## config.mk

```make
export PLATFORM = sky130hd
export DESIGN_NAME = gauge_alarm_interrupt_logic
export DESIGN_NICKNAME = d
export VERILOG_FILES = /design/src/verilog/gauge_alarm_pkg.sv /design/src/verilog/gauge_alarm_interrupt_logic.sv
export VERILOG_INCLUDE_DIRS = /design/src /design/src/verilog
export SDC_FILE = /design/constraint.sdc
export NUM_CORES = 1
export LEC_CHECK = 0
export BUFFER_PORTS_ARGS = -buffer_cell sky130_fd_sc_hd__buf_2
export CAP_MARGIN = 20
export CORE_MARGIN = 4
export CORE_UTILIZATION = 43
export CTS_BUF_LIST = sky130_fd_sc_hd__clkbuf_16
export DETAILED_ROUTE_END_ITERATION = 6
export GPL_ROUTABILITY_DRIVEN = 1
export PLACE_DENSITY = 0.63
export SLEW_MARGIN = 20
export SYNTH_ARGS = -nofsm -noshare
export SYNTH_HDL_FRONTEND = slang
export SYNTH_SLANG_ARGS = --single-unit
```

## constraint.sdc

```tcl
create_clock -name I_CORE_CLK -period 84.6 [get_ports I_CORE_CLK]
set_clock_uncertainty 0.2 [all_clocks]
set_input_delay 4.23 -clock I_CORE_CLK [delete_from_list [all_inputs] [get_ports I_CORE_CLK]]
set_output_delay 4.23 -clock I_CORE_CLK [all_outputs]
set_load 0.01 [all_outputs]
```

## src/verilog/gauge_alarm_map.svh

```systemverilog
`ifndef GAUGE_ALARM_MAP_SVH
`define GAUGE_ALARM_MAP_SVH

// Register addresses (one-byte index, 16-bit data)
`define REG_STATUS 8'h00
`define REG_SETUP 8'h01
`define REG_INT_FLAGS 8'h02
`define REG_INT_MASK 8'h03
`define REG_INT_CLEAR 8'h04
`define REG_RISE_LIMIT 8'h05
`define REG_FALL_LIMIT 8'h06
`define REG_FS_MARGIN 8'h07
`define REG_UV_SET 8'h08
`define REG_UV_CLEAR 8'h09
`define REG_TEMP_MAX 8'h0a
`define REG_TEMP_MIN 8'h0b
`define REG_LOW_THRESH 8'h0c
`define REG_HIGH_THRESH 8'h0d
`define REG_RUNTIME_IN 8'h0e
`define REG_FAULT_REASON 8'h0f
`define REG_USER_LEVEL 8'h10
`define REG_IDLE_TIME 8'h11
`define REG_IDLE_CURRENT 8'h12
`define REG_OFF_CURRENT 8'h13

// Setup word fields
`define SETUP_RUN_BIT 0
`define SETUP_REF_BIT 1

// Runtime input fields
`define RUNTIME_CHG_BIT 0
`define RUNTIME_BAT_BIT 1

// Status word fields
`define ST_CHG_BIT 0
`define ST_BAT_BIT 1
`define ST_DIS_BIT 2
`define ST_UV_BIT 3
`define ST_OT_BIT 4
`define ST_UT_BIT 5
`define ST_ZERO_BIT 6
`define ST_LOW_BIT 7
`define ST_HIGH_BIT 8
`define ST_FAULT_BIT 9
`define ST_ACT_LSB 10

// Interrupt flag positions
`define FLG_OT 0
`define FLG_UV 2
`define FLG_HIGH 3
`define FLG_UT 4
`define FLG_BOUNDS 6
`define FLG_ZERO 7
`define FLG_LOW_SET 8
`define FLG_LOW_CLR 9
`define FLG_WDT 12

// Reset values
`define MASK_RST 16'h0000
`define SETUP_RST 16'h0000
`define RISE_RST 16'h0001
`define FALL_RST 16'h0001
`define MARGIN_RST 16'h0000
`define HIGH_RST 16'h0064
`define TMAX_RST 16'h7fff
`define TMIN_RST 16'h8000
`define IDLE_TIME_RST 16'h0006

// Timing
`define CORE_CLK_HZ 25000000
`define ACQ_ACTIVE_S 10
`define ACQ_ACTIVE_CYCLES (`ACQ_ACTIVE_S * `CORE_CLK_HZ)
`define WDT_TIMEOUT_S 2
`define WDT_CYCLES (`WDT_TIMEOUT_S * `CORE_CLK_HZ)
`define FULL_LEVEL 8'h64

`endif

```

## src/verilog/gauge_alarm_pkg.sv

```systemverilog
package gauge_alarm_pkg;

    typedef enum logic [2:0] {
        ACT_ACTIVE = 3'b001,
        ACT_RESTING = 3'b010,
        ACT_OFF = 3'b100
    } activity_e;

    typedef struct packed {
        logic [15:0] setup;
        logic [15:0] flags;
        logic [15:0] mask;
        logic [15:0] rise;
        logic [15:0] fall;
        logic [15:0] margin;
        logic [15:0] uv_set;
        logic [15:0] uv_clr;
        logic [15:0] tmax;
        logic [15:0] tmin;
        logic [15:0] low_thr;
        logic [15:0] high_thr;
        logic [15:0] idle_time;
        logic [15:0] idle_cur;
        logic [15:0] off_cur;
        logic [15:0] idle_cnt;
        logic [15:0] cur_abs;
        logic [15:0] rdata;
        logic [31:0] acq_cnt;
        logic [31:0] wdt_cnt;
        logic [7:0] reason;
        logic [7:0] user;
        activity_e activity;
        logic chg;
        logic bat;
        logic dis;
        logic chgg;
        logic uv;
        logic ot;
        logic ut;
        logic zero;
        logic low;
        logic high;
        logic fault;
        logic hib;
        logic int_oe;
        logic acq_tick;
    } gauge_s;

endpackage : gauge_alarm_pkg

```

## src/verilog/gauge_alarm_interrupt_logic.sv

```systemverilog
// Summary of operation
// - Without charger at the last measurement the battery never counts as charging; user level never rises.
// - Each update moves user level by at most rise or fall limit.
// - User level reads full once relative level reaches full minus margin.
// - After charger removal user level falls with load even above full threshold.
// - Undervolt alarm sets below set level, clears only above clear level.
// - Undervolt alarm entry sets flag bit 2 and interrupts.
// - Temperature above max sets bit 0, below min sets bit 4.
// - Selected level reaching zero while discharging sets bit 7.
// - Selected level reaching low threshold while discharging sets bit 8.
// - Selected level rising above low threshold while charging sets bit 9.
// - High alarm sets at or above threshold, clears one percent below.
// - High alarm entry sets flag bit 3.
// - Bounds fault sets bit 6, keeps reason, stops gauging, enters hibernate.
// - Charger and battery present bits mirror the host runtime input.
// - Discharging status bit follows negative battery current.
// - Activity field codes 11 active, 10 resting, 01 off.
// - Resting and off states slow the acquisition tick.
// - Watchdog expiry without engine progress sets the watchdog flag.
// - Interrupt pin is pulled low while any unmasked flag is pending.
// - Writing one to a clear bit clears that flag; zeros are ignored.
// - All interrupts enabled after reset; mask bits disable single sources.
// - Sixteen sources share bit positions across flag, mask, clear registers.
// - Registers are 16 bits wide at one-byte addresses.
`timescale 1ns/100ps
`default_nettype none
`include "gauge_alarm_map.svh"

module gauge_alarm_interrupt_logic
    import gauge_alarm_pkg::*;
#(
    parameter int unsigned ACQ_CYCLES = `ACQ_ACTIVE_CYCLES,
    parameter int unsigned WDT_CYCLES = `WDT_CYCLES
)
(
    input wire logic I_CORE_CLK,
    input wire logic I_RST_N,
    input wire logic [7:0] I_REG_ADDR,
    input wire logic [15:0] I_REG_WDATA,
    input wire logic I_REG_WR,
    input wire logic I_REG_RD,
    output logic [15:0] O_REG_RDATA,
    input wire logic I_MEAS_VALID,
    input wire logic [15:0] I_MEAN_CELL_VOLTAGE,
    input wire logic [15:0] I_SELECTED_TEMP_READING,
    input wire logic [15:0] I_BATTERY_CURRENT,
    input wire logic I_EST_VALID,
    input wire logic [7:0] I_RELATIVE_CHARGE_LEVEL,
    input wire logic [7:0] I_LOAD_DROP,
    input wire logic I_BOUNDS_FAULT,
    input wire logic [7:0] I_FAULT_REASON,
    input wire logic I_ENGINE_BEAT,
    input wire logic [15:0] I_EVENTS,
    output logic O_INT_N_O,
    output logic O_INT_N_OE,
    output logic [7:0] O_USER_CHARGE_LEVEL,
    output logic O_GAUGE_RUN,
    output logic O_HIBERNATE,
    output logic O_ACQ_TICK
);

    gauge_s st_q;
    gauge_s st_d;
    logic [15:0] set_v;
    logic [15:0] clr_v;
    logic [15:0] rd_v;
    logic [7:0] tgt_v;
    logic [7:0] down_v;
    logic [7:0] sel_v;
    logic run_v;
    logic hot_v;
    logic cold_v;

    function automatic logic [7:0] min8(input logic [7:0] a, input logic [7:0] b);
        min8 = (a < b) ? a : b;
    endfunction : min8

    // Scale relative level so the top margin maps onto full
    function automatic logic [7:0] scale(input logic [7:0] r, input logic [7:0] m);
        logic [7:0] top;
        logic [15:0] prod;
        top = (m >= `FULL_LEVEL) ? 8'h01 : 8'(`FULL_LEVEL - m);
        prod = 16'(r) * 16'(`FULL_LEVEL);
        scale = (r >= top) ? `FULL_LEVEL : 8'(prod / 16'(top));
    endfunction : scale

    function automatic logic [31:0] period(input activity_e a);
        case (a)
            ACT_RESTING: period = 32'(ACQ_CYCLES * 2);
            ACT_OFF: period = 32'(ACQ_CYCLES * 4);
            default: period = 32'(ACQ_CYCLES);
        endcase
    endfunction : period

    function automatic logic [1:0] act_code(input activity_e a, input logic run);
        case (a)
            ACT_ACTIVE: act_code = 2'b11;
            ACT_RESTING: act_code = 2'b10;
            ACT_OFF: act_code = 2'b01;
            default: act_code = 2'b00;
        endcase
        if (!run)
        begin
            act_code = 2'b00;
        end
    endfunction : act_code

    function automatic logic [15:0] abs16(input logic [15:0] v);
        abs16 = v[15] ? 16'(-v) : v;
    endfunction : abs16

    always_comb
    begin
        rd_v = 16'h0000;
        if (I_REG_ADDR == `REG_STATUS)
        begin
            rd_v[`ST_CHG_BIT] = st_q.chg;
            rd_v[`ST_BAT_BIT] = st_q.bat;
            rd_v[`ST_DIS_BIT] = st_q.dis;
            rd_v[`ST_UV_BIT] = st_q.uv;
            rd_v[`ST_OT_BIT] = st_q.ot;
            rd_v[`ST_UT_BIT] = st_q.ut;
            rd_v[`ST_ZERO_BIT] = st_q.zero;
            rd_v[`ST_LOW_BIT] = st_q.low;
            rd_v[`ST_HIGH_BIT] = st_q.high;
            rd_v[`ST_FAULT_BIT] = st_q.fault;
            rd_v[`ST_ACT_LSB +: 2] = act_code(st_q.activity, st_q.setup[`SETUP_RUN_BIT]);
        end
        else if (I_REG_ADDR == `REG_SETUP) rd_v = st_q.setup;
        else if (I_REG_ADDR == `REG_INT_FLAGS) rd_v = st_q.flags;
        else if (I_REG_ADDR == `REG_INT_MASK) rd_v = st_q.mask;
        else if (I_REG_ADDR == `REG_RISE_LIMIT) rd_v = st_q.rise;
        else if (I_REG_ADDR == `REG_FALL_LIMIT) rd_v = st_q.fall;
        else if (I_REG_ADDR == `REG_FS_MARGIN) rd_v = st_q.margin;
        else if (I_REG_ADDR == `REG_UV_SET) rd_v = st_q.uv_set;
        else if (I_REG_ADDR == `REG_UV_CLEAR) rd_v = st_q.uv_clr;
        else if (I_REG_ADDR == `REG_TEMP_MAX) rd_v = st_q.tmax;
        else if (I_REG_ADDR == `REG_TEMP_MIN) rd_v = st_q.tmin;
        else if (I_REG_ADDR == `REG_LOW_THRESH) rd_v = st_q.low_thr;
        else if (I_REG_ADDR == `REG_HIGH_THRESH) rd_v = st_q.high_thr;
        else if (I_REG_ADDR == `REG_RUNTIME_IN) rd_v = {14'h0000, st_q.bat, st_q.chg};
        else if (I_REG_ADDR == `REG_FAULT_REASON) rd_v = {8'h00, st_q.reason};
        else if (I_REG_ADDR == `REG_USER_LEVEL) rd_v = {8'h00, st_q.user};
        else if (I_REG_ADDR == `REG_IDLE_TIME) rd_v = st_q.idle_time;
        else if (I_REG_ADDR == `REG_IDLE_CURRENT) rd_v = st_q.idle_cur;
        else if (I_REG_ADDR == `REG_OFF_CURRENT) rd_v = st_q.off_cur;
    end

    always_comb
    begin
        st_d = st_q;
        set_v = I_EVENTS;
        clr_v = 16'h0000;
        tgt_v = 8'h00;
        down_v = 8'h00;
        hot_v = 1'b0;
        cold_v = 1'b0;
        run_v = st_q.setup[`SETUP_RUN_BIT];
        sel_v = st_q.setup[`SETUP_REF_BIT] ? st_q.user : I_RELATIVE_CHARGE_LEVEL;
        st_d.acq_tick = 1'b0;
        if (I_REG_RD)
        begin
            st_d.rdata = rd_v;
        end
        if (I_REG_WR)
        begin
            if (I_REG_ADDR == `REG_SETUP)
            begin
                st_d.setup = I_REG_WDATA;
                if (I_REG_WDATA[`SETUP_RUN_BIT])
                begin
                    st_d.hib = 1'b0;
                    st_d.fault = 1'b0;
                end
            end
            else if (I_REG_ADDR == `REG_INT_MASK) st_d.mask = I_REG_WDATA;
            else if (I_REG_ADDR == `REG_INT_CLEAR) clr_v = I_REG_WDATA;
            else if (I_REG_ADDR == `REG_RISE_LIMIT) st_d.rise = I_REG_WDATA;
            else if (I_REG_ADDR == `REG_FALL_LIMIT) st_d.fall = I_REG_WDATA;
            else if (I_REG_ADDR == `REG_FS_MARGIN) st_d.margin = I_REG_WDATA;
            else if (I_REG_ADDR == `REG_UV_SET) st_d.uv_set = I_REG_WDATA;
            else if (I_REG_ADDR == `REG_UV_CLEAR) st_d.uv_clr = I_REG_WDATA;
            else if (I_REG_ADDR == `REG_TEMP_MAX) st_d.tmax = I_REG_WDATA;
            else if (I_REG_ADDR == `REG_TEMP_MIN) st_d.tmin = I_REG_WDATA;
            else if (I_REG_ADDR == `REG_LOW_THRESH) st_d.low_thr = I_REG_WDATA;
            else if (I_REG_ADDR == `REG_HIGH_THRESH) st_d.high_thr = I_REG_WDATA;
            else if (I_REG_ADDR == `REG_IDLE_TIME) st_d.idle_time = I_REG_WDATA;
            else if (I_REG_ADDR == `REG_IDLE_CURRENT) st_d.idle_cur = I_REG_WDATA;
            else if (I_REG_ADDR == `REG_OFF_CURRENT) st_d.off_cur = I_REG_WDATA;
            else if (I_REG_ADDR == `REG_RUNTIME_IN)
            begin
                st_d.chg = I_REG_WDATA[`RUNTIME_CHG_BIT];
                st_d.bat = I_REG_WDATA[`RUNTIME_BAT_BIT];
            end
        end
        if (I_MEAS_VALID && run_v)
        begin
            st_d.dis = I_BATTERY_CURRENT[15];
            st_d.chgg = st_q.chg && !I_BATTERY_CURRENT[15] && (I_BATTERY_CURRENT != 16'h0000);
            st_d.cur_abs = abs16(I_BATTERY_CURRENT);
            if (!st_q.uv && (I_MEAN_CELL_VOLTAGE < st_q.uv_set))
            begin
                st_d.uv = 1'b1;
                set_v[`FLG_UV] = 1'b1;
            end
            else if (st_q.uv && (I_MEAN_CELL_VOLTAGE > st_q.uv_clr))
            begin
                st_d.uv = 1'b0;
            end
            hot_v = $signed(I_SELECTED_TEMP_READING) > $signed(st_q.tmax);
            cold_v = $signed(I_SELECTED_TEMP_READING) < $signed(st_q.tmin);
            set_v[`FLG_OT] = set_v[`FLG_OT] | (hot_v & ~st_q.ot);
            set_v[`FLG_UT] = set_v[`FLG_UT] | (cold_v & ~st_q.ut);
            st_d.ot = hot_v;
            st_d.ut = cold_v;
        end
        if (I_EST_VALID && run_v)
        begin
            tgt_v = scale(I_RELATIVE_CHARGE_LEVEL, st_q.margin[7:0]);
            if (st_q.chgg)
            begin
                if (tgt_v > st_q.user)
                begin
                    st_d.user = st_q.user + min8(tgt_v - st_q.user, st_q.rise[7:0]);
                end
            end
            else
            begin
                down_v = (tgt_v < st_q.user) ? 8'(st_q.user - tgt_v) : 8'h00;
                if (st_q.dis && !st_q.chg && (I_LOAD_DROP > down_v))
                begin
                    down_v = I_LOAD_DROP;
                end
                down_v = min8(min8(down_v, st_q.fall[7:0]), st_q.user);
                st_d.user = st_q.user - down_v;
            end
            if ((sel_v == 8'h00) && st_q.dis)
            begin
                st_d.zero = 1'b1;
                set_v[`FLG_ZERO] = set_v[`FLG_ZERO] | ~st_q.zero;
            end
            else if (sel_v != 8'h00)
            begin
                st_d.zero = 1'b0;
            end
            if (!st_q.low && st_q.dis && (sel_v <= st_q.low_thr[7:0]))
            begin
                st_d.low = 1'b1;
                set_v[`FLG_LOW_SET] = 1'b1;
            end
            else if (st_q.low && st_q.chgg && (sel_v > st_q.low_thr[7:0]))
            begin
                st_d.low = 1'b0;
                set_v[`FLG_LOW_CLR] = 1'b1;
            end
            if (!st_q.high && (sel_v >= st_q.high_thr[7:0]))
            begin
                st_d.high = 1'b1;
                set_v[`FLG_HIGH] = 1'b1;
            end
            else if (st_q.high && ({1'b0, sel_v} + 9'h001 <= {1'b0, st_q.high_thr[7:0]}))
            begin
                st_d.high = 1'b0;
            end
        end
        // Acquisition divider, slowed outside the active state
        if (!run_v)
        begin
            st_d.acq_cnt = 32'h0000_0000;
            st_d.idle_cnt = 16'h0000;
            st_d.activity = ACT_ACTIVE;
        end
        else if (st_q.acq_cnt >= period(st_q.activity) - 32'h0000_0001)
        begin
            st_d.acq_cnt = 32'h0000_0000;
            st_d.acq_tick = 1'b1;
            if (st_q.cur_abs >= st_q.idle_cur)
            begin
                st_d.idle_cnt = 16'h0000;
                st_d.activity = ACT_ACTIVE;
            end
            else if (st_q.idle_cnt < st_q.idle_time)
            begin
                st_d.idle_cnt = st_q.idle_cnt + 16'h0001;
            end
            else
            begin
                st_d.activity = (st_q.cur_abs < st_q.off_cur) ? ACT_OFF : ACT_RESTING;
            end
        end
        else
        begin
            st_d.acq_cnt = st_q.acq_cnt + 32'h0000_0001;
        end
        if (!run_v || I_ENGINE_BEAT)
        begin
            st_d.wdt_cnt = 32'h0000_0000;
        end
        else if (st_q.wdt_cnt >= WDT_CYCLES - 1)
        begin
            st_d.wdt_cnt = 32'h0000_0000;
            set_v[`FLG_WDT] = 1'b1;
        end
        else
        begin
            st_d.wdt_cnt = st_q.wdt_cnt + 32'h0000_0001;
        end
        if (I_BOUNDS_FAULT && run_v)
        begin
            set_v[`FLG_BOUNDS] = 1'b1;
            st_d.reason = I_FAULT_REASON;
            st_d.setup[`SETUP_RUN_BIT] = 1'b0;
            st_d.hib = 1'b1;
            st_d.fault = 1'b1;
        end
        st_d.flags = (st_q.flags & ~clr_v) | set_v;
        st_d.int_oe = |(st_d.flags & ~st_d.mask);
    end

    always_ff @(posedge I_CORE_CLK)
    begin
        if (!I_RST_N)
        begin
            st_q <= '0;
            st_q.activity <= ACT_ACTIVE;
            st_q.mask <= `MASK_RST;
            st_q.setup <= `SETUP_RST;
            st_q.rise <= `RISE_RST;
            st_q.fall <= `FALL_RST;
            st_q.margin <= `MARGIN_RST;
            st_q.high_thr <= `HIGH_RST;
            st_q.tmax <= `TMAX_RST;
            st_q.tmin <= `TMIN_RST;
            st_q.idle_time <= `IDLE_TIME_RST;
        end
        else
        begin
            st_q <= st_d;
        end
    end

    assign O_REG_RDATA = st_q.rdata;
    assign O_INT_N_O = 1'b0;
    assign O_INT_N_OE = st_q.int_oe;
    assign O_USER_CHARGE_LEVEL = st_q.user;
    assign O_GAUGE_RUN = st_q.setup[`SETUP_RUN_BIT];
    assign O_HIBERNATE = st_q.hib;
    assign O_ACQ_TICK = st_q.acq_tick;
endmodule : gauge_alarm_interrupt_logic
`default_nettype wire

```

==> flow_results.org <==
** Global routing
- Overflow left after global routing :: 0
- Global-route usage over all layers :: 0.254
- Entering global routing, the biggest net connects 114 pins.
- Wire length of the first global-routing pass :: 153000 µm
- The number of global-route vias before repair came to 26200.
- Number of antenna violations at the first check in global routing :: 4

** Die
- IO Pins :: 149
- The total area inside the core boundary comes to 0.0703 mm².
- Floorplan row count :: 97
- Full die area :: 0.0754 mm²
- Die H :: 275 µm
- The initial utilization of the core area, before any placement, comes to 0.435.
- The die is 275 µm wide.

** STA
- At the pin with the least slew margin, the transition time is 1070 ps.
- Part of the cycle the worst path needs :: 0.571
- Fin. Hold Viols :: 0
- Setup repair after global routing left no endpoint under its margin.
- Across all hold checks on the routed design, the worst slack comes to 259 ps.
- The worst pin sits at a relative slew slack of 0.288.
- Min cycle time layout :: 48270 ps
- Static timing analysis puts the maximum clock frequency at 0.0207 GHz.
- Setup violations remaining at the end of the flow were counted as 0.
- After routing, the total negative slack on setup checks comes to 0 ps.
- The max-slew violation total from the final report was 0.

** Drt
- Pre-Repair DR Iteration Count :: 6
- Met2 layer wire length in the routed design :: 42300 µm
- Met3 WL :: 7300 µm
- Wire per inst :: 20.0 µm
- The detailed router put a total of 47100 µm of wire on met1.
- Across all layers, the routed design uses 28500 vias.
- In this run the top signal layer used is met5.
- Remaining antenna violation count after routing :: 0
- Wires add up to 99500 µm.
- DRC :: 0
- Iter 0 DRT Violations :: 2563
- Via/cell ratio :: 5.72

** Synthesis
- Summing every instance area after synthesis gives 0.0306 mm².
- Average cell area after synthesis :: 7.73 µm²
- Synthesis produced 3954 cells.
- In this run, distinct cell masters in the synthesized netlist total 105.
- Largest cells by area after synthesis :: sky130_fd_sc_hd__dfxtp_1 (25%), sky130_fd_sc_hd__ha_1 (14%), sky130_fd_sc_hd__nand2_1 (8.2%), sky130_fd_sc_hd__a21boi_0 (5.2%), sky130_fd_sc_hd__a21oi_1 (3.1%)
- Post-synthesis async set-or-reset flop share :: 0
- In this run, synthesis produced a sequential element count of 384.
- Among all cell types in the netlist, the one instantiated most often is sky130_fd_sc_hd__nand2_1.
- The commonest cells after synthesis are sky130_fd_sc_hd__nand2_1 (665), sky130_fd_sc_hd__dfxtp_1 (384), sky130_fd_sc_hd__ha_1 (349).
- The most used flip-flop cell after synthesis is sky130_fd_sc_hd__dfxtp_1.
- Area share of the leading cell type in the synthesized netlist :: 0.252
- Cell taking the most area after synthesis :: sky130_fd_sc_hd__dfxtp_1
- Of the synthesized area, sequential elements account for 0.252.
- In this run, synthesis inferred 0 flip-flops with an integrated enable.
- During synthesis, Yosys emitted a total of 0 warnings.

** Critical path
- The worst register-to-register path has a depth of 199.
- Reg2Reg Capture Point :: O_USER_CHARGE_LEVEL[7]
- Start of the worst register-to-register path :: st_q[289]
- Among the stages of the critical path, the cell type that occurs most often is sky130_fd_sc_hd__o21a_1.
- The largest single stage delay on the critical path is 650 ps.
- Sort of element at the start of the critical path :: primary input
- By startpoint and endpoint, the worst setup path is classified as in2reg.
- STA puts the critical path data required time at 84860 ps.
- Slowest stage cell on the critical path :: sky130_fd_sc_hd__a21oi_1
- Type of element capturing the critical path :: flip-flop
- Data arrives at the worst endpoint at 48520 ps.
- In this run the worst path has a maximum fanout of 17.
- In this run the register-to-register setup slack is 41130 ps.

** Place
- The wire-length estimate of the detail-placed layout is 74300 µm.
- At the end of routability-driven placement, the weighted congestion stood at 0.908.
- PortBufs :: 147

** Run
- Maximum capacitance violations :: 0

** Clock network
- Buffers from clock root to sink, at most :: 3
- CTS Buf Count :: 45
- CTS tree :: yes
- The clock net in this run drives a total of 384 sinks.
- Clock-pin slew was measured on the worst setup and hold paths at 60 ps.
- Number of instances resized during post-cts repair :: 0
- In this run the post-CTS setup repair buffer count came out at 0.
- The later pin in the worst-skew pair is clocked with a latency of 590 ps.
- In this run the clock root is driven by a sky130_fd_sc_hd__clkbuf_16.
- Number of buffers inserted by hold repair at cts :: 0
- H-tree levels :: 2

** Min path
- The min-delay analysis places its worst path in the category reg2reg.
- The worst hold path begins at st_q[33].
- The worst hold path terminates at st_q[33].
- Along the worst hold path, the cell count comes to 1.

** Layout
- The area growth from synthesis to layout is 9.40%.
- Net count of the finished layout :: 4475
- Count of fill cells added during filler insertion :: 6965
- In the final layout, the share of cells above drive strength 1 is 0.0865.

** Run status
- Result of the run :: complete, no violations
flip-flops by register name, indices dropped and copies added, names as in the netlist:
signal               flops
O_INT_N_OE               1
O_GAUGE_RUN              1
O_USER_CHARGE_LEVEL      8
st_q                   357
O_ACQ_TICK               1
O_REG_RDATA             16
stage by stage:
stage | utilization | setup WS (ps) | std cells | instance area [µm²]
2_1_floorplan | - | 40420 | 3971 | 30600
3_3_place_gp | 0.455 | 37280 | 4891 | 32000
3_5_place_dp | 0.455 | 36330 | 4892 | 32000
4_1_cts | 0.476 | 36760 | 4973 | 33400
5_1_grt | 0.476 | 32140 | 4973 | 33400
6_report | 0.476 | 36330 | 4975 | 33400
kinds of logic after synthesis:
kind of cell               count (synthesis)  share of synthesized area
AOI/OAI and AO/OA                       1052                      0.240
DFF                                      384                      0.252
and+or+nand+nor                         1442                      0.217
adders and majority gates                357                      0.148
xor gates and xnor gates                 162                     0.0464
muxes                                     98                     0.0374
other                                      2                   0.000246
buffers and inverters                    457                     0.0599
cell type report:
class | count | area, µm² | area share
Clock buffer | 45 | 1130 | 0.0337
Inverter | 245 | 920 | 0.0275
Clock inverter | 36 | 300 | 0.00898
Sequential cell | 384 | 7690 | 0.230
Timing Repair Buffer | 193 | 1090 | 0.0326
Antenna cell | 2 | 5.00 | 0.000150
Multi-Input combinational cell | 3130 | 21100 | 0.632
Tap cell | 940 | 1180 | 0.0352
worst max-delay path: cells and delay by family:
| family | cells | cell delay [ps] |
|---|---|---|
| fa+ha+maj | 27 | 8020 |
| simple gates | 58 | 10560 |
| buf+inv | 9 | 1330 |
| compound gates | 101 | 22010 |
| mux | 7 | 1930 |
| xor+xnor | 2 | 400 |
layer usage:
| layer | track usage | vias up |
|---|---|---|
| li1 | - | 13900 |
| met1 | 0.372 | 13400 |
| met2 | 0.394 | 951 |
| met3 | 0.0328 | 146 |
| met4 | 0.0673 | 4 |
| met5 | 0 | - |
placed cells by master, fill, tap and decap left out, drive strengths merged, types with 81 or more instances in the layout:
master  synthesis  routed
xor2           81      81
a21boi        212     212
a21o          110     110
ha            349     349
nand3          83      83
dfxtp         384     384
nor2b          81      81
nor3           95      95
o21ai         159     159
nand2         665     665
buf            41     192
nor2          252     252
inv           245     254
a21oi         194     194
xnor2          81      81
how the worst max path moves through the flow:
stage | endpoint | from | slack (ps) | depth (start not counted)
floorplan | O_USER_CHARGE_LEVEL[7] | I_RELATIVE_CHARGE_LEVEL[3] | 40420 | 210
global placement | O_USER_CHARGE_LEVEL[7] | I_RELATIVE_CHARGE_LEVEL[1] | 37280 | 204
detailed placement | O_USER_CHARGE_LEVEL[7] | I_RELATIVE_CHARGE_LEVEL[1] | 36330 | 203
CTS | O_USER_CHARGE_LEVEL[7] | I_RELATIVE_CHARGE_LEVEL[1] | 36760 | 203
global route | O_USER_CHARGE_LEVEL[7] | I_RELATIVE_CHARGE_LEVEL[1] | 32140 | 205
finish | O_USER_CHARGE_LEVEL[7] | I_RELATIVE_CHARGE_LEVEL[1] | 36330 | 204
Power is left out: the tool's default activity adds up to more than one toggle a clock period on the data nets, which glitch-free logic cannot reach.
